File: src/rtl/tcsda_regs.vh
/*
 holds constants for the tandem connection sink defect-action block:
 overhead byte field positions, codes, persistence counts and timing.
 assumes inclusion by bare name from the design files under rtl/.
*/
`ifndef TCSDA_REGS_VH
`define TCSDA_REGS_VH

`define TCSDA_CODE_MSB 7
`define TCSDA_CODE_LSB 4
`define TCSDA_ALL_ONES_CODE 4'hE
`define TCSDA_UNEQ_BYTE 8'h00
`define TCSDA_PERSIST_FRAMES 3'h5
`define TCSDA_CLK_MHZ 250
`define TCSDA_AIS_LIMIT_US 250
`define TCSDA_AIS_LIMIT_CYC (`TCSDA_AIS_LIMIT_US * `TCSDA_CLK_MHZ)
`define TCSDA_FRAME_BYTES 12'h200
`define TCSDA_ALIGN_ONE 8'hF6
`define TCSDA_ALIGN_TWO 8'h28
`define TCSDA_ALL_ONES_BYTE 8'hFF

`endif

File: src/rtl/tcsda_persist.v
/*
 holds a frame-rate persistence filter: a defect sets after a run of
 matching frames and clears after a run of non-matching frames.
 assumes frame_tick_i is a one-cycle pulse on sys_clk_i.
*/
`timescale 1ns/100ps
`include "tcsda_regs.vh"

module tcsda_persist #(
   parameter RUN = 5
) (
   input wire sys_clk_i,
   input wire reset_i,
   input wire clk_en_i,
   input wire frame_tick_i,
   input wire match_i,
   output reg defect_o
);
   reg [2:0] run_count;

   always @(posedge sys_clk_i) begin
      if (reset_i) begin
         run_count <= 3'h0;
         defect_o <= 1'b0;
      end else if (clk_en_i && frame_tick_i) begin
         // counts frames that disagree with the current state
         if (match_i == defect_o) begin
            run_count <= 3'h0;
         end else if (run_count == RUN[2:0] - 3'h1) begin
            run_count <= 3'h0;
            defect_o <= match_i;
         end else begin
            run_count <= run_count + 3'h1;
         end
      end
   end
endmodule

File: src/rtl/tcsda_top.v
/*
 holds the tandem connection sink defect and action logic, together
 with the adaptation source and sink around it.
 assumes stream byte, its clock and frame start arrive from outside the
 sys_clk_i domain; other defect inputs are synchronous to sys_clk_i.
*/
`timescale 1ns/100ps
`include "tcsda_regs.vh"

// Summary of operation
// - incoming all-ones defect sets after five frames with error-code nibble 1110.
// - incoming all-ones defect clears after five frames with any other nibble.
// - only nibble 1110 means incoming all-ones; every other code means none.
// - all-ones request raised by unequipped, trace mismatch or tandem loss.
// - trail fail and remote defect from upstream fail or those defects; degrade from degrade.
// - outgoing defect from upstream fail, unequipped, mismatch, incoming all-ones, tandem loss.
// - outgoing fail from upstream fail, unequipped, mismatch, tandem loss, incoming all-ones.
// - all-ones replacement starts within 250 us of request rise, both sinks.
// - all-ones replacement stops within 250 us of request drop, both sinks.
// - unequipped cause when monitored; tandem-loss cause when monitored, not unequipped.
// - trace-mismatch cause only when monitored and no unequipped or tandem loss.
// - degrade cause only when monitored, no trace mismatch and no tandem loss.
// - upstream-fail cause when monitored, upstream fail active and enabled.
// - remote-defect cause when monitored, enabled, no unequipped, mismatch, tandem loss.
// - outgoing-defect cause when monitored, enabled, no unequipped, mismatch, tandem loss.
// - incoming all-ones cause when monitored, enabled, no upstream fail, tandem loss, mismatch.
// - separate report enable inputs for upstream fail, remote, outgoing, incoming all-ones; none is reset.
// - per second: sum four block error kinds, flag near and far defect seconds.
// - adaptation source substitutes aligned all-ones frame and forwards upstream fail.
// - substitute frame start comes from local timing input.
// - adaptation sink asserts all-ones request and server fail from outgoing fail input.
// - unequipped sets after five zero overhead bytes, clears after five nonzero.
// - tandem loss held while out of multiframe, cleared when in multiframe.
module tcsda_top #(
   parameter CNT_W = 16,
   parameter AIS_LIMIT_CYC = `TCSDA_AIS_LIMIT_CYC,
   parameter FRAME_BYTES = `TCSDA_FRAME_BYTES
) (
   input wire sys_clk_i,
   input wire reset_i,
   input wire clk_en_i,
   input wire stream_clk_i,
   input wire stream_fs_i,
   input wire [7:0] tandem_overhead_byte_i,
   input wire [7:0] stream_data_i,
   input wire local_timing_in_i,
   input wire upstream_fail_in_i,
   input wire out_of_multiframe_i,
   input wire trace_mismatch_defect_i,
   input wire degrade_defect_i,
   input wire remote_defect_flag_i,
   input wire outgoing_defect_flag_i,
   input wire equipment_defect_i,
   input wire near_block_error_i,
   input wire far_block_error_i,
   input wire outgoing_near_block_error_i,
   input wire outgoing_far_block_error_i,
   input wire monitored_state_i,
   input wire upstream_fail_report_enable_i,
   input wire remote_defect_report_enable_i,
   input wire outgoing_defect_report_enable_i,
   input wire all_ones_report_enable_i,
   input wire one_second_i,
   input wire outgoing_fail_in_i,
   output wire incoming_all_ones_defect_o,
   output wire unequipped_defect_o,
   output wire tandem_loss_defect_o,
   output wire all_ones_request_o,
   output reg all_ones_active_o,
   output wire trail_fail_action_o,
   output wire trail_degrade_action_o,
   output wire remote_defect_action_o,
   output wire remote_error_action_o,
   output wire outgoing_defect_action_o,
   output wire outgoing_error_action_o,
   output wire outgoing_fail_action_o,
   output reg [7:0] sink_data_o,
   output reg unequipped_cause_o,
   output reg tandem_loss_cause_o,
   output reg trace_mismatch_cause_o,
   output reg degrade_cause_o,
   output reg upstream_fail_cause_o,
   output reg remote_defect_cause_o,
   output reg outgoing_defect_cause_o,
   output reg incoming_all_ones_cause_o,
   output reg [CNT_W-1:0] near_block_count_o,
   output reg [CNT_W-1:0] far_block_count_o,
   output reg [CNT_W-1:0] outgoing_near_block_count_o,
   output reg [CNT_W-1:0] outgoing_far_block_count_o,
   output reg near_defect_second_o,
   output reg far_defect_second_o,
   output reg outgoing_near_defect_second_o,
   output reg outgoing_far_defect_second_o,
   output reg [7:0] source_data_o,
   output reg source_fs_o,
   output wire adapted_fail_out_o,
   output wire server_fail_action_o,
   output wire adapt_all_ones_request_o,
   output reg adapt_all_ones_active_o,
   output reg [7:0] adapt_data_o
);
   localparam [11:0] FRAME_LEN = FRAME_BYTES[11:0];

   // saturating add of one error event
   function [CNT_W-1:0] sat_inc;
      input [CNT_W-1:0] value;
      input hit;
      begin
         if (hit && value != {CNT_W{1'b1}}) begin
            sat_inc = value + {{(CNT_W-1){1'b0}}, 1'b1};
         end else begin
            sat_inc = value;
         end
      end
   endfunction

   // two-stage synchronisers for the stream side pins
   reg [2:0] sync_a;
   reg [2:0] sync_b;
   reg [7:0] byte_a;
   reg [7:0] byte_b;
   reg [7:0] data_a;
   reg [7:0] data_b;
   reg [1:0] oom_sync;
   reg clk_prev;
   reg fs_prev;
   reg lt_prev;

   always @(posedge sys_clk_i) begin
      if (reset_i) begin
         sync_a <= 3'h0;
         sync_b <= 3'h0;
         byte_a <= 8'h00;
         byte_b <= 8'h00;
         data_a <= 8'h00;
         data_b <= 8'h00;
         oom_sync <= 2'h3;
         clk_prev <= 1'b0;
         fs_prev <= 1'b0;
         lt_prev <= 1'b0;
      end else if (clk_en_i) begin
         sync_a <= {local_timing_in_i, stream_fs_i, stream_clk_i};
         sync_b <= sync_a;
         byte_a <= tandem_overhead_byte_i;
         byte_b <= byte_a;
         data_a <= stream_data_i;
         data_b <= data_a;
         oom_sync <= {oom_sync[0], out_of_multiframe_i};
         clk_prev <= sync_b[0];
         fs_prev <= sync_b[1];
         lt_prev <= sync_b[2];
      end
   end

   wire stream_edge = sync_b[0] & ~clk_prev;
   // frame start qualified by a stream clock edge
   wire frame_tick = stream_edge & sync_b[1] & ~fs_prev;
   wire local_tick = sync_b[2] & ~lt_prev;

   wire nibble_ais = (byte_b[`TCSDA_CODE_MSB:`TCSDA_CODE_LSB] == `TCSDA_ALL_ONES_CODE);
   wire byte_uneq = (byte_b == `TCSDA_UNEQ_BYTE);

   tcsda_persist #(.RUN(`TCSDA_PERSIST_FRAMES)) u_inc_ais (
      .sys_clk_i(sys_clk_i),
      .reset_i(reset_i),
      .clk_en_i(clk_en_i),
      .frame_tick_i(frame_tick),
      .match_i(nibble_ais),
      .defect_o(incoming_all_ones_defect_o)
   );

   tcsda_persist #(.RUN(`TCSDA_PERSIST_FRAMES)) u_uneq (
      .sys_clk_i(sys_clk_i),
      .reset_i(reset_i),
      .clk_en_i(clk_en_i),
      .frame_tick_i(frame_tick),
      .match_i(byte_uneq),
      .defect_o(unequipped_defect_o)
   );

   assign tandem_loss_defect_o = oom_sync[1];

   wire d_uneq = unequipped_defect_o;
   wire d_tim = trace_mismatch_defect_i;
   wire d_ltc = tandem_loss_defect_o;
   wire d_inc = incoming_all_ones_defect_o;
   wire ssf = upstream_fail_in_i;
   wire connect_fail = d_uneq | d_tim | d_ltc;

   assign all_ones_request_o = connect_fail;
   assign trail_fail_action_o = ssf | connect_fail;
   assign remote_defect_action_o = ssf | connect_fail;
   assign trail_degrade_action_o = degrade_defect_i;
   assign outgoing_defect_action_o = ssf | connect_fail | d_inc;
   assign outgoing_fail_action_o = ssf | connect_fail | d_inc;
   assign remote_error_action_o = near_block_error_i;
   assign outgoing_error_action_o = outgoing_near_block_error_i;

   // two-cycle replacement lag sits far inside the limit, so no wait timer is kept
   always @(posedge sys_clk_i) begin
      if (reset_i) begin
         all_ones_active_o <= 1'b0;
         sink_data_o <= 8'h00;
      end else if (clk_en_i) begin
         all_ones_active_o <= all_ones_request_o;
         if (all_ones_active_o) begin
            sink_data_o <= `TCSDA_ALL_ONES_BYTE;
         end else begin
            sink_data_o <= data_b;
         end
      end
   end

   // adaptation sink
   assign adapt_all_ones_request_o = outgoing_fail_in_i;
   assign server_fail_action_o = outgoing_fail_in_i;

   always @(posedge sys_clk_i) begin
      if (reset_i) begin
         adapt_all_ones_active_o <= 1'b0;
         adapt_data_o <= 8'h00;
      end else if (clk_en_i) begin
         adapt_all_ones_active_o <= adapt_all_ones_request_o;
         if (adapt_all_ones_active_o) begin
            adapt_data_o <= `TCSDA_ALL_ONES_BYTE;
         end else begin
            adapt_data_o <= data_b;
         end
      end
   end

   // fault cause correlation, registered for clean outputs
   always @(posedge sys_clk_i) begin
      if (reset_i) begin
         unequipped_cause_o <= 1'b0;
         tandem_loss_cause_o <= 1'b0;
         trace_mismatch_cause_o <= 1'b0;
         degrade_cause_o <= 1'b0;
         upstream_fail_cause_o <= 1'b0;
         remote_defect_cause_o <= 1'b0;
         outgoing_defect_cause_o <= 1'b0;
         incoming_all_ones_cause_o <= 1'b0;
      end else if (clk_en_i) begin
         unequipped_cause_o <= monitored_state_i & d_uneq;
         tandem_loss_cause_o <= monitored_state_i & ~d_uneq & d_ltc;
         trace_mismatch_cause_o <= monitored_state_i & ~d_uneq & ~d_ltc & d_tim;
         degrade_cause_o <= monitored_state_i & ~d_tim & ~d_ltc & degrade_defect_i;
         upstream_fail_cause_o <= monitored_state_i & ssf
            & upstream_fail_report_enable_i;
         remote_defect_cause_o <= monitored_state_i & ~connect_fail
            & remote_defect_flag_i & remote_defect_report_enable_i;
         outgoing_defect_cause_o <= monitored_state_i & ~connect_fail
            & outgoing_defect_flag_i & outgoing_defect_report_enable_i;
         incoming_all_ones_cause_o <= monitored_state_i & d_inc & ~ssf & ~d_ltc & ~d_tim
            & all_ones_report_enable_i;
      end
   end

   // one-second accumulation; results latch at the second mark
   reg [CNT_W-1:0] acc_near;
   reg [CNT_W-1:0] acc_far;
   reg [CNT_W-1:0] acc_onear;
   reg [CNT_W-1:0] acc_ofar;
   reg sec_near;
   reg sec_far;
   reg sec_onear;
   reg sec_ofar;
   wire blk_tick = frame_tick;

   always @(posedge sys_clk_i) begin
      if (reset_i) begin
         acc_near <= {CNT_W{1'b0}};
         acc_far <= {CNT_W{1'b0}};
         acc_onear <= {CNT_W{1'b0}};
         acc_ofar <= {CNT_W{1'b0}};
         sec_near <= 1'b0;
         sec_far <= 1'b0;
         sec_onear <= 1'b0;
         sec_ofar <= 1'b0;
         near_block_count_o <= {CNT_W{1'b0}};
         far_block_count_o <= {CNT_W{1'b0}};
         outgoing_near_block_count_o <= {CNT_W{1'b0}};
         outgoing_far_block_count_o <= {CNT_W{1'b0}};
         near_defect_second_o <= 1'b0;
         far_defect_second_o <= 1'b0;
         outgoing_near_defect_second_o <= 1'b0;
         outgoing_far_defect_second_o <= 1'b0;
      end else if (clk_en_i) begin
         if (one_second_i) begin
            // an error in the boundary cycle counts in the closing second
            near_block_count_o <= sat_inc(acc_near, blk_tick & near_block_error_i);
            far_block_count_o <= sat_inc(acc_far, blk_tick & far_block_error_i);
            outgoing_near_block_count_o <= sat_inc(acc_onear,
               blk_tick & outgoing_near_block_error_i);
            outgoing_far_block_count_o <= sat_inc(acc_ofar,
               blk_tick & outgoing_far_block_error_i);
            near_defect_second_o <= sec_near | trail_fail_action_o | equipment_defect_i;
            far_defect_second_o <= sec_far | remote_defect_flag_i;
            outgoing_near_defect_second_o <= sec_onear | outgoing_defect_action_o
               | equipment_defect_i;
            outgoing_far_defect_second_o <= sec_ofar | outgoing_defect_flag_i;
            acc_near <= {CNT_W{1'b0}};
            acc_far <= {CNT_W{1'b0}};
            acc_onear <= {CNT_W{1'b0}};
            acc_ofar <= {CNT_W{1'b0}};
            sec_near <= 1'b0;
            sec_far <= 1'b0;
            sec_onear <= 1'b0;
            sec_ofar <= 1'b0;
         end else begin
            acc_near <= sat_inc(acc_near, blk_tick & near_block_error_i);
            acc_far <= sat_inc(acc_far, blk_tick & far_block_error_i);
            acc_onear <= sat_inc(acc_onear, blk_tick & outgoing_near_block_error_i);
            acc_ofar <= sat_inc(acc_ofar, blk_tick & outgoing_far_block_error_i);
            sec_near <= sec_near | trail_fail_action_o | equipment_defect_i;
            sec_far <= sec_far | remote_defect_flag_i;
            sec_onear <= sec_onear | outgoing_defect_action_o | equipment_defect_i;
            sec_ofar <= sec_ofar | outgoing_defect_flag_i;
         end
      end
   end

   // adaptation source: local frame generator timed by local ticks
   reg [11:0] byte_pos;
   assign adapted_fail_out_o = ssf;

   always @(posedge sys_clk_i) begin
      if (reset_i) begin
         byte_pos <= 12'h000;
         source_data_o <= 8'h00;
         source_fs_o <= 1'b0;
      end else if (clk_en_i) begin
         if (local_tick) begin
            if (byte_pos == FRAME_LEN - 12'h001) begin
               byte_pos <= 12'h000;
            end else begin
               byte_pos <= byte_pos + 12'h001;
            end
         end
         if (ssf) begin
            if (local_tick) begin
               source_fs_o <= (byte_pos == 12'h000);
               if (byte_pos == 12'h000) begin
                  source_data_o <= `TCSDA_ALIGN_ONE;
               end else if (byte_pos == 12'h001) begin
                  source_data_o <= `TCSDA_ALIGN_TWO;
               end else begin
                  source_data_o <= `TCSDA_ALL_ONES_BYTE;
               end
            end else begin
               source_fs_o <= 1'b0;
            end
         end else begin
            source_fs_o <= frame_tick;
            if (stream_edge) begin
               source_data_o <= data_b;
            end
         end
      end
   end
endmodule

File: config.mk
export PLATFORM = sky130hd
export DESIGN_NAME = tcsda_top
export DESIGN_NICKNAME = d
export VERILOG_FILES = /design/src/rtl/tcsda_persist.v /design/src/rtl/tcsda_top.v
export VERILOG_INCLUDE_DIRS = /design/src /design/src/rtl
export SDC_FILE = /design/constraint.sdc
export NUM_CORES = 1
export LEC_CHECK = 0
export ABC_CLOCK_PERIOD_IN_PS = 2100
export BUFFER_PORTS_ARGS = -buffer_cell sky130_fd_sc_hd__buf_2
export CORE_UTILIZATION = 45
export DETAILED_ROUTE_END_ITERATION = 8
export PLACE_DENSITY = 0.68
export SYNTH_ARGS = -nofsm -noshare
export SYNTH_HDL_FRONTEND = slang
export SYNTH_HIERARCHICAL = 1
export SYNTH_SLANG_ARGS = --single-unit
File: constraint.sdc
create_clock -name sys_clk_i -period 2.1 [get_ports sys_clk_i]
set_clock_uncertainty 0.15 [all_clocks]
set_input_delay 0.42 -clock sys_clk_i [delete_from_list [all_inputs] [get_ports sys_clk_i]]
set_output_delay 0.42 -clock sys_clk_i [all_outputs]
set_load 0.03 [all_outputs]
==> flow_metrics.tcl, run 1 <==
set metrics [dict create \
    status "complete, but fails checks" \
    violations "setup timing" \
    power_frac_seq_pct 45.8 \
    cts_buffers 26 \
    syn_area_mm2 0.0108 \
    gp_congestion 0.889 \
    power_density_mw_per_mm2 714 \
    layout_setup_ws_ns -0.221 \
    hold_viol 0 \
    ctsRootBufferMaster "clkbuf_16" \
    syn_area_per_cell_um2 8.65 \
    cts_tree "yes" \
    viasPerCell 5.40 \
    worst_slew_margin_rel_pct 62.0 \
    worstSetupPathType "register to primary output" \
    vdd_drop_max_mv 0.609 \
    cts.clk_slew.worst_paths_ns 0.06 \
    fin_tns_setup_ns -0.934 \
    grt_pass1_wl_um 45900 \
    synth_area_leaders "dfxtp_1 (43%), nand2_1 (5.5%), mux2i_1 (5.3%)" \
    die_height_um 157 \
    place_area_mm2 0.0125 \
    netSwitchingFraction_pct 23.6 \
    p_int_mw 7.63 \
    core_mm2 0.0235 \
    grt_pass1_vias 9195 \
    h-tree-depth 1 \
    dieArea_mm2 0.0246 \
    p_leak_nw 5.57 \
    p_total_mw 9.98 \
    drtIter0Drc 569 \
    diodes 0 \
    area_growth_pct 29.6 \
    finalCritPeriodShare_pct 111 \
    hpwl_um 19800 \
    worstSkewPairLatency_ns 0.53 \
    synth_top_area_cell "dfxtp_1" \
    worst_slew_pin_slew_ns 0.566 \
    place_ws_ns -0.0489 \
    synth_top_area_share_pct 43.4 \
    finalInstanceArea_mm2 0.0140 \
    drc_errors 0 \
    final_layout_size_suffix_gt1_share_pct 26.3 \
    antenna_left 0 \
    crit_path_end_kind "primary output" \
    first_pass_iters 5 \
    final-instance-count-excl-fill 1830 \
    dpl.cell_count 1745 \
    fin_nets 1542 \
    synth_nets 1298 \
    power_switching_mw 2.35 \
    pwr-share-clk_pct 47.2 \
    post-synth-top-count-cell "dfxtp_1" \
    async_reset_ff_share_pct 0 \
    synth_cell_type_count 75 \
    pin_count 157 \
    ys_ff_latch 234 \
    fmax_mhz 431 \
    cap_violations 0 \
    track_usage_pct 23.1 \
    final-setup-viol-count 5 \
    dr_total_vias 9885 \
    crit_fanout 4 \
    portBuffers 156 \
    hp-class "primary input to register" \
    grt_max_degree 69 \
    syn_inst 1247 \
    antenna_found_initial 1 \
    rsz0062_at_grt "yes" \
    critPathArrivalTime_ns 1.75 \
    combPwrFrac_pct 7.0 \
    synth_commonest_cells "dfxtp_1 (234), nand2_1 (158), nor2_1 (110), o21ai_0 (93), a21oi_1 (61)" \
    synth_edf_count 0 \
    cts_max_path_buffers 3 \
    synth_warnings 6 \
    maxSlewViolCount 0 \
    cp_data_required_time_ns 1.53 \
    die_w_um 157 \
    seq_area_frac_synth_pct 43.4 \
    routedWlPerCell_um 15.8 \
    cp-start-kind "register" \
    initial_utilization_pct 45.9 \
    ys.flop_type "dfxtp_1" \
    cts.sinks 234 \
    grt_overflow 0 \
    rows 56 \
    wirelength_um 28800 \
    fin_crit_ns 2.32 \
]
## flip-flops by register name, indices dropped and copies added (netlist names), 2 cells and up
name	count
acc_near	16
acc_ofar	16
acc_onear	16
sync_a	3
byte_a	8
adapt_data_o	8
sync_b	3
far_block_count_o	16
data_b	8
source_data_o	8
u_uneq/run_count	3
data_a	8
outgoing_far_block_count_o	16
sink_data_o	8
byte_b	8
acc_far	16
near_block_count_o	16
outgoing_near_block_count_o	16
u_inc_ais/run_count	3
oom_sync	2
byte_pos	12
## power by group through the flow
stage | logic, mW | registers [mW] | clock network [mW]
floorplan | 0.337 | 4.73 | 0
global placement | 0.641 | 4.66 | 0
detailed placement | 0.648 | 4.67 | 0
CTS | 0.690 | 4.57 | 4.82
global route | 0.754 | 4.58 | 5.02
finish | 0.697 | 4.57 | 4.71
## layout make-up
class,instances,area [µm²]
sequential,234,4700
clock buffer,34,741
multi-input combinational,904,5850
tap,319,399
fill,2106,9500
inverter,30,113
timing repair buffer,295,2010
clock inverter,14,164
## metal layers
| metal | up-vias | routed length (µm) | share of wire (%) | track usage [%] |
|---|---|---|---|---|
| met5 | - | 17 | 0.059 | 0 |
| met3 | 36 | 1990 | 6.9 | 4.40 |
| met1 | 4602 | 12900 | 45 | 30.8 |
| met2 | 315 | 13500 | 47 | 38.3 |
| li1 | 4930 | - | - | - |
| met4 | 2 | 449 | 1.6 | 5.18 |
## critical path, stage by stage, from the launching register on
cell and delay (ns):
dfxtp_4 0.34, or3_4 0.38, or3_4 0.35, buf_6 0.15
## path summary, 6_finish.rpt
path / start / end / slack [ns] / depth (start not counted)
max: oom_sync[1] / outgoing_defect_action_o / -0.22 / 3
min: upstream_fail_report_enable_i / upstream_fail_cause_o / 0.02 / 3
max reg2reg: clk_prev / acc_far[2] / 0.03 / 8
min reg2reg: far_block_count_o[10] / far_block_count_o[10] / 0.29 / 2
## what timing repair did
action | CTS | global route
setup buffers | 3 | 9
endpoints found under the hold margin | 24 | 0
pin swaps | 4 | 21
cloned | 1 | 0
setup endpoints to repair | 18 | 53
hold buffers | 24 | 0
resized for setup | 19 | 41
## cells by family after synthesis
kind of cell             after synthesis  synth area share (%)
buffers and inverters                110                  4.42
adder cells (fa/ha/maj)               11                  1.28
flip-flops                           234                  43.4
multiplexers                          57                  5.29
AND/OR/NAND/NOR                      504                  25.8
XOR/XNOR                              62                  5.03
AO/OA/AOI/OAI                        269                  14.8
## cell usage in the layout, fill, tap and decap left out, drive strengths merged, types with 22 or more instances in the layout
master,synthesis,layout
dfxtp,234,234
nand4,38,38
mux2i,57,57
nor3,38,38
nor2,112,112
a31oi,22,22
inv,30,30
nand2,159,159
dlygate4sd3,0,24
buf,30,271
a21oi,61,61
xor2,27,27
nand3,44,44
clkbuf,50,34
xnor2,35,35
o21ai,113,113
## per-stage QoR
| step | hold slack [ns] | util (%) |
|---|---|---|
| 3_3_place_gp | 0.278 | 53.1 |
| 2_1_floorplan | 0.276 | - |
| 5_1_grt | 0.0194 | 59.5 |
| 6_report | 0.0244 | 59.5 |
| 3_5_place_dp | 0.285 | 53.1 |
| 4_1_cts | 0.00481 | 58.4 |
Power figures use the tool's default switching activity.
==> run 2, diff against run 1 <==
- CELL_PAD_IN_SITES_DETAIL_PLACEMENT: unset -> 0
- CELL_PAD_IN_SITES_GLOBAL_PLACEMENT: unset -> 1
- CORE_UTILIZATION: 45 -> 39
- PLACE_DENSITY: 0.68 -> unset
- PLACE_DENSITY_LB_ADDON: unset -> 0.1
==> flow_metrics.tcl, run 2 (same netlist as run 1, synthesis figures left out) <==
set metrics [dict create \
    cts.clk_slew.worst_paths_ns 0.06 \
    grt_max_degree 88 \
    first_pass_iters 4 \
    place_ws_ns -0.0661 \
    cap_violations 0 \
    final-seq-area_mm2 0.00469 \
    pin_count 157 \
    grt_pass1_vias 9195 \
    cts_buffers 27 \
    cp_top_family "simple AND/OR/NAND/NOR gates" \
    most-common-layout-cells "dfxtp_1 (230), nand2_1 (156), buf_2 (149)" \
    final-setup-viol-count 4 \
    gr-usage-met3_pct 3.17 \
    hold_viol 0 \
    antenna_found_initial 1 \
    drc_errors 0 \
    viasPerCell 5.23 \
    vdd_drop_max_mv 0.593 \
    fin_tns_setup_ns -0.729 \
    worstHoldStart "remote_defect_flag_i" \
    layout_setup_ws_ns -0.200 \
    cts_max_path_buffers 3 \
    r2r_cells 7 \
    hp-class "primary input to register" \
    track_usage_pct 21.0 \
    dieArea_mm2 0.0283 \
    grt_use_met1_pct 27.7 \
    worstSetupPathType "register to primary output" \
    maxSlewViolCount 0 \
    dr_total_vias 9756 \
    finalInstanceArea_mm2 0.0141 \
    timing.critical_path.buf_inv 1 \
    worst_slew_margin_rel_pct 62.4 \
    r2r_end "acc_ofar[13]" \
    hold-path-cell-count 3 \
    violations "setup timing" \
    cp-start-kind "register" \
    grt_overflow 0 \
    core_mm2 0.0270 \
    rows 60 \
    crit_fanout 4 \
    cts.sinks 234 \
    cts_tree "yes" \
    status "complete, but fails checks" \
    timing.rr.start "clk_prev" \
    crit_path_end_kind "primary output" \
    slowest_delay_ns 0.38 \
    multi_input_comb_area_mm2 0.00578 \
    power_density_mw_per_mm2 726 \
    fillerInstances 2599 \
    routedWlPerCell_um 16.2 \
    gp_congestion 0.842 \
    fin_crit_ns 2.30 \
    hpwl_um 21000 \
    critPathArrivalTime_ns 1.73 \
    layout_commonest_cell "dfxtp_1" \
    worst_path_max_delay_cell "or3_4" \
    cp-startpoint "oom_sync[1]" \
    cp_data_required_time_ns 1.53 \
    area_growth_pct 30.5 \
    crit_chain "or3_4, or3_4, buf_6" \
    final_layout_size_suffix_gt1_share_pct 26.4 \
    place_area_mm2 0.0126 \
    ctsRootBufferMaster "clkbuf_16" \
    antenna_left 0 \
    grt_pass1_wl_um 48300 \
    fin_nets 1553 \
    busiest_layer "met2" \
    p_leak_nw 5.63 \
    die_height_um 168 \
    die_w_um 168 \
    min_to "far_defect_second_o" \
    finalCritPeriodShare_pct 110 \
    crit_top_cell "or3_4" \
    portBuffers 156 \
    rsz0062_at_grt "yes" \
    wirelength_um 30200 \
    reg2reg_slack_ns 0.06 \
    drtIter0Drc 405 \
    worstSkewPairLatency_ns 0.53 \
    worst_slew_pin_slew_ns 0.558 \
    grt_util_met2_pct 35.9 \
    fmax_mhz 435 \
    h-tree-depth 1 \
    initial_utilization_pct 39.9 \
]
-- run 2: area by class of cell --
| type | count | share of cell area [%] |
|---|---|---|
| antenna | 1 | 0.0178 |
| clock buffer | 33 | 5.24 |
| clock inverter | 17 | 1.49 |
| inverter | 30 | 0.818 |
| multi-input combinational | 903 | 41.0 |
| sequential | 234 | 33.3 |
| tap | 341 | 3.03 |
| timing repair buffer | 306 | 15.0 |
-- run 2: worst max path at each step --
stage,slack [ns],depth (start not counted),to
after floorplan,0.01,3,outgoing_fail_action_o
after global placement,-0.03,6,acc_far[13]
after detailed placement,-0.07,6,acc_far[13]
after CTS,-0.23,3,outgoing_fail_action_o
after global routing,-0.24,3,outgoing_fail_action_o
final,-0.20,3,outgoing_fail_action_o
-- run 2: power breakdown --
part / leakage, nW / internal [mW] / switching [mW]
clock: 0.446 / 3.00 / 1.94
sequential: 1.90 / 4.52 / 0.0502
combinational: 3.29 / 0.256 / 0.444
-- run 2: worst min-delay path, cell delays in order --
cell	delay (ns)
buf_2	0.12
o21ai_0	0.07
nand2_1	0.06
-- run 2: through the flow --
stage | hold slack [ns] | total power [mW] | utilization (%) | std cells
final | 0.0108 | 10.2 | 52.1 | 1865
after global routing | 0.0202 | 10.6 | 52.1 | 1864
after CTS | 0.000181 | 10.4 | 51.2 | 1854
after detailed placement | 0.287 | 5.34 | 46.7 | 1780
after global placement | 0.279 | 5.33 | 46.7 | 1780
after floorplan | 0.276 | 5.06 | - | 1247
-- run 2: routing by layer --
metal  up-vias  part of all wire, %
met2       194                   46
met1      4555                   47
met4         0                  2.2
met3        42                  4.3
met5         -                    0
li1       4965                    -
-- run 2: repair_timing --
item | 4_1_cts | 5_1_grt
setup endpoints to repair | 15 | 57
gates resized for setup | 12 | 29
hold endpoints to repair | 22 | 0
setup buffers | 2 | 10
pin swaps | 4 | 20
hold buffers | 22 | 0
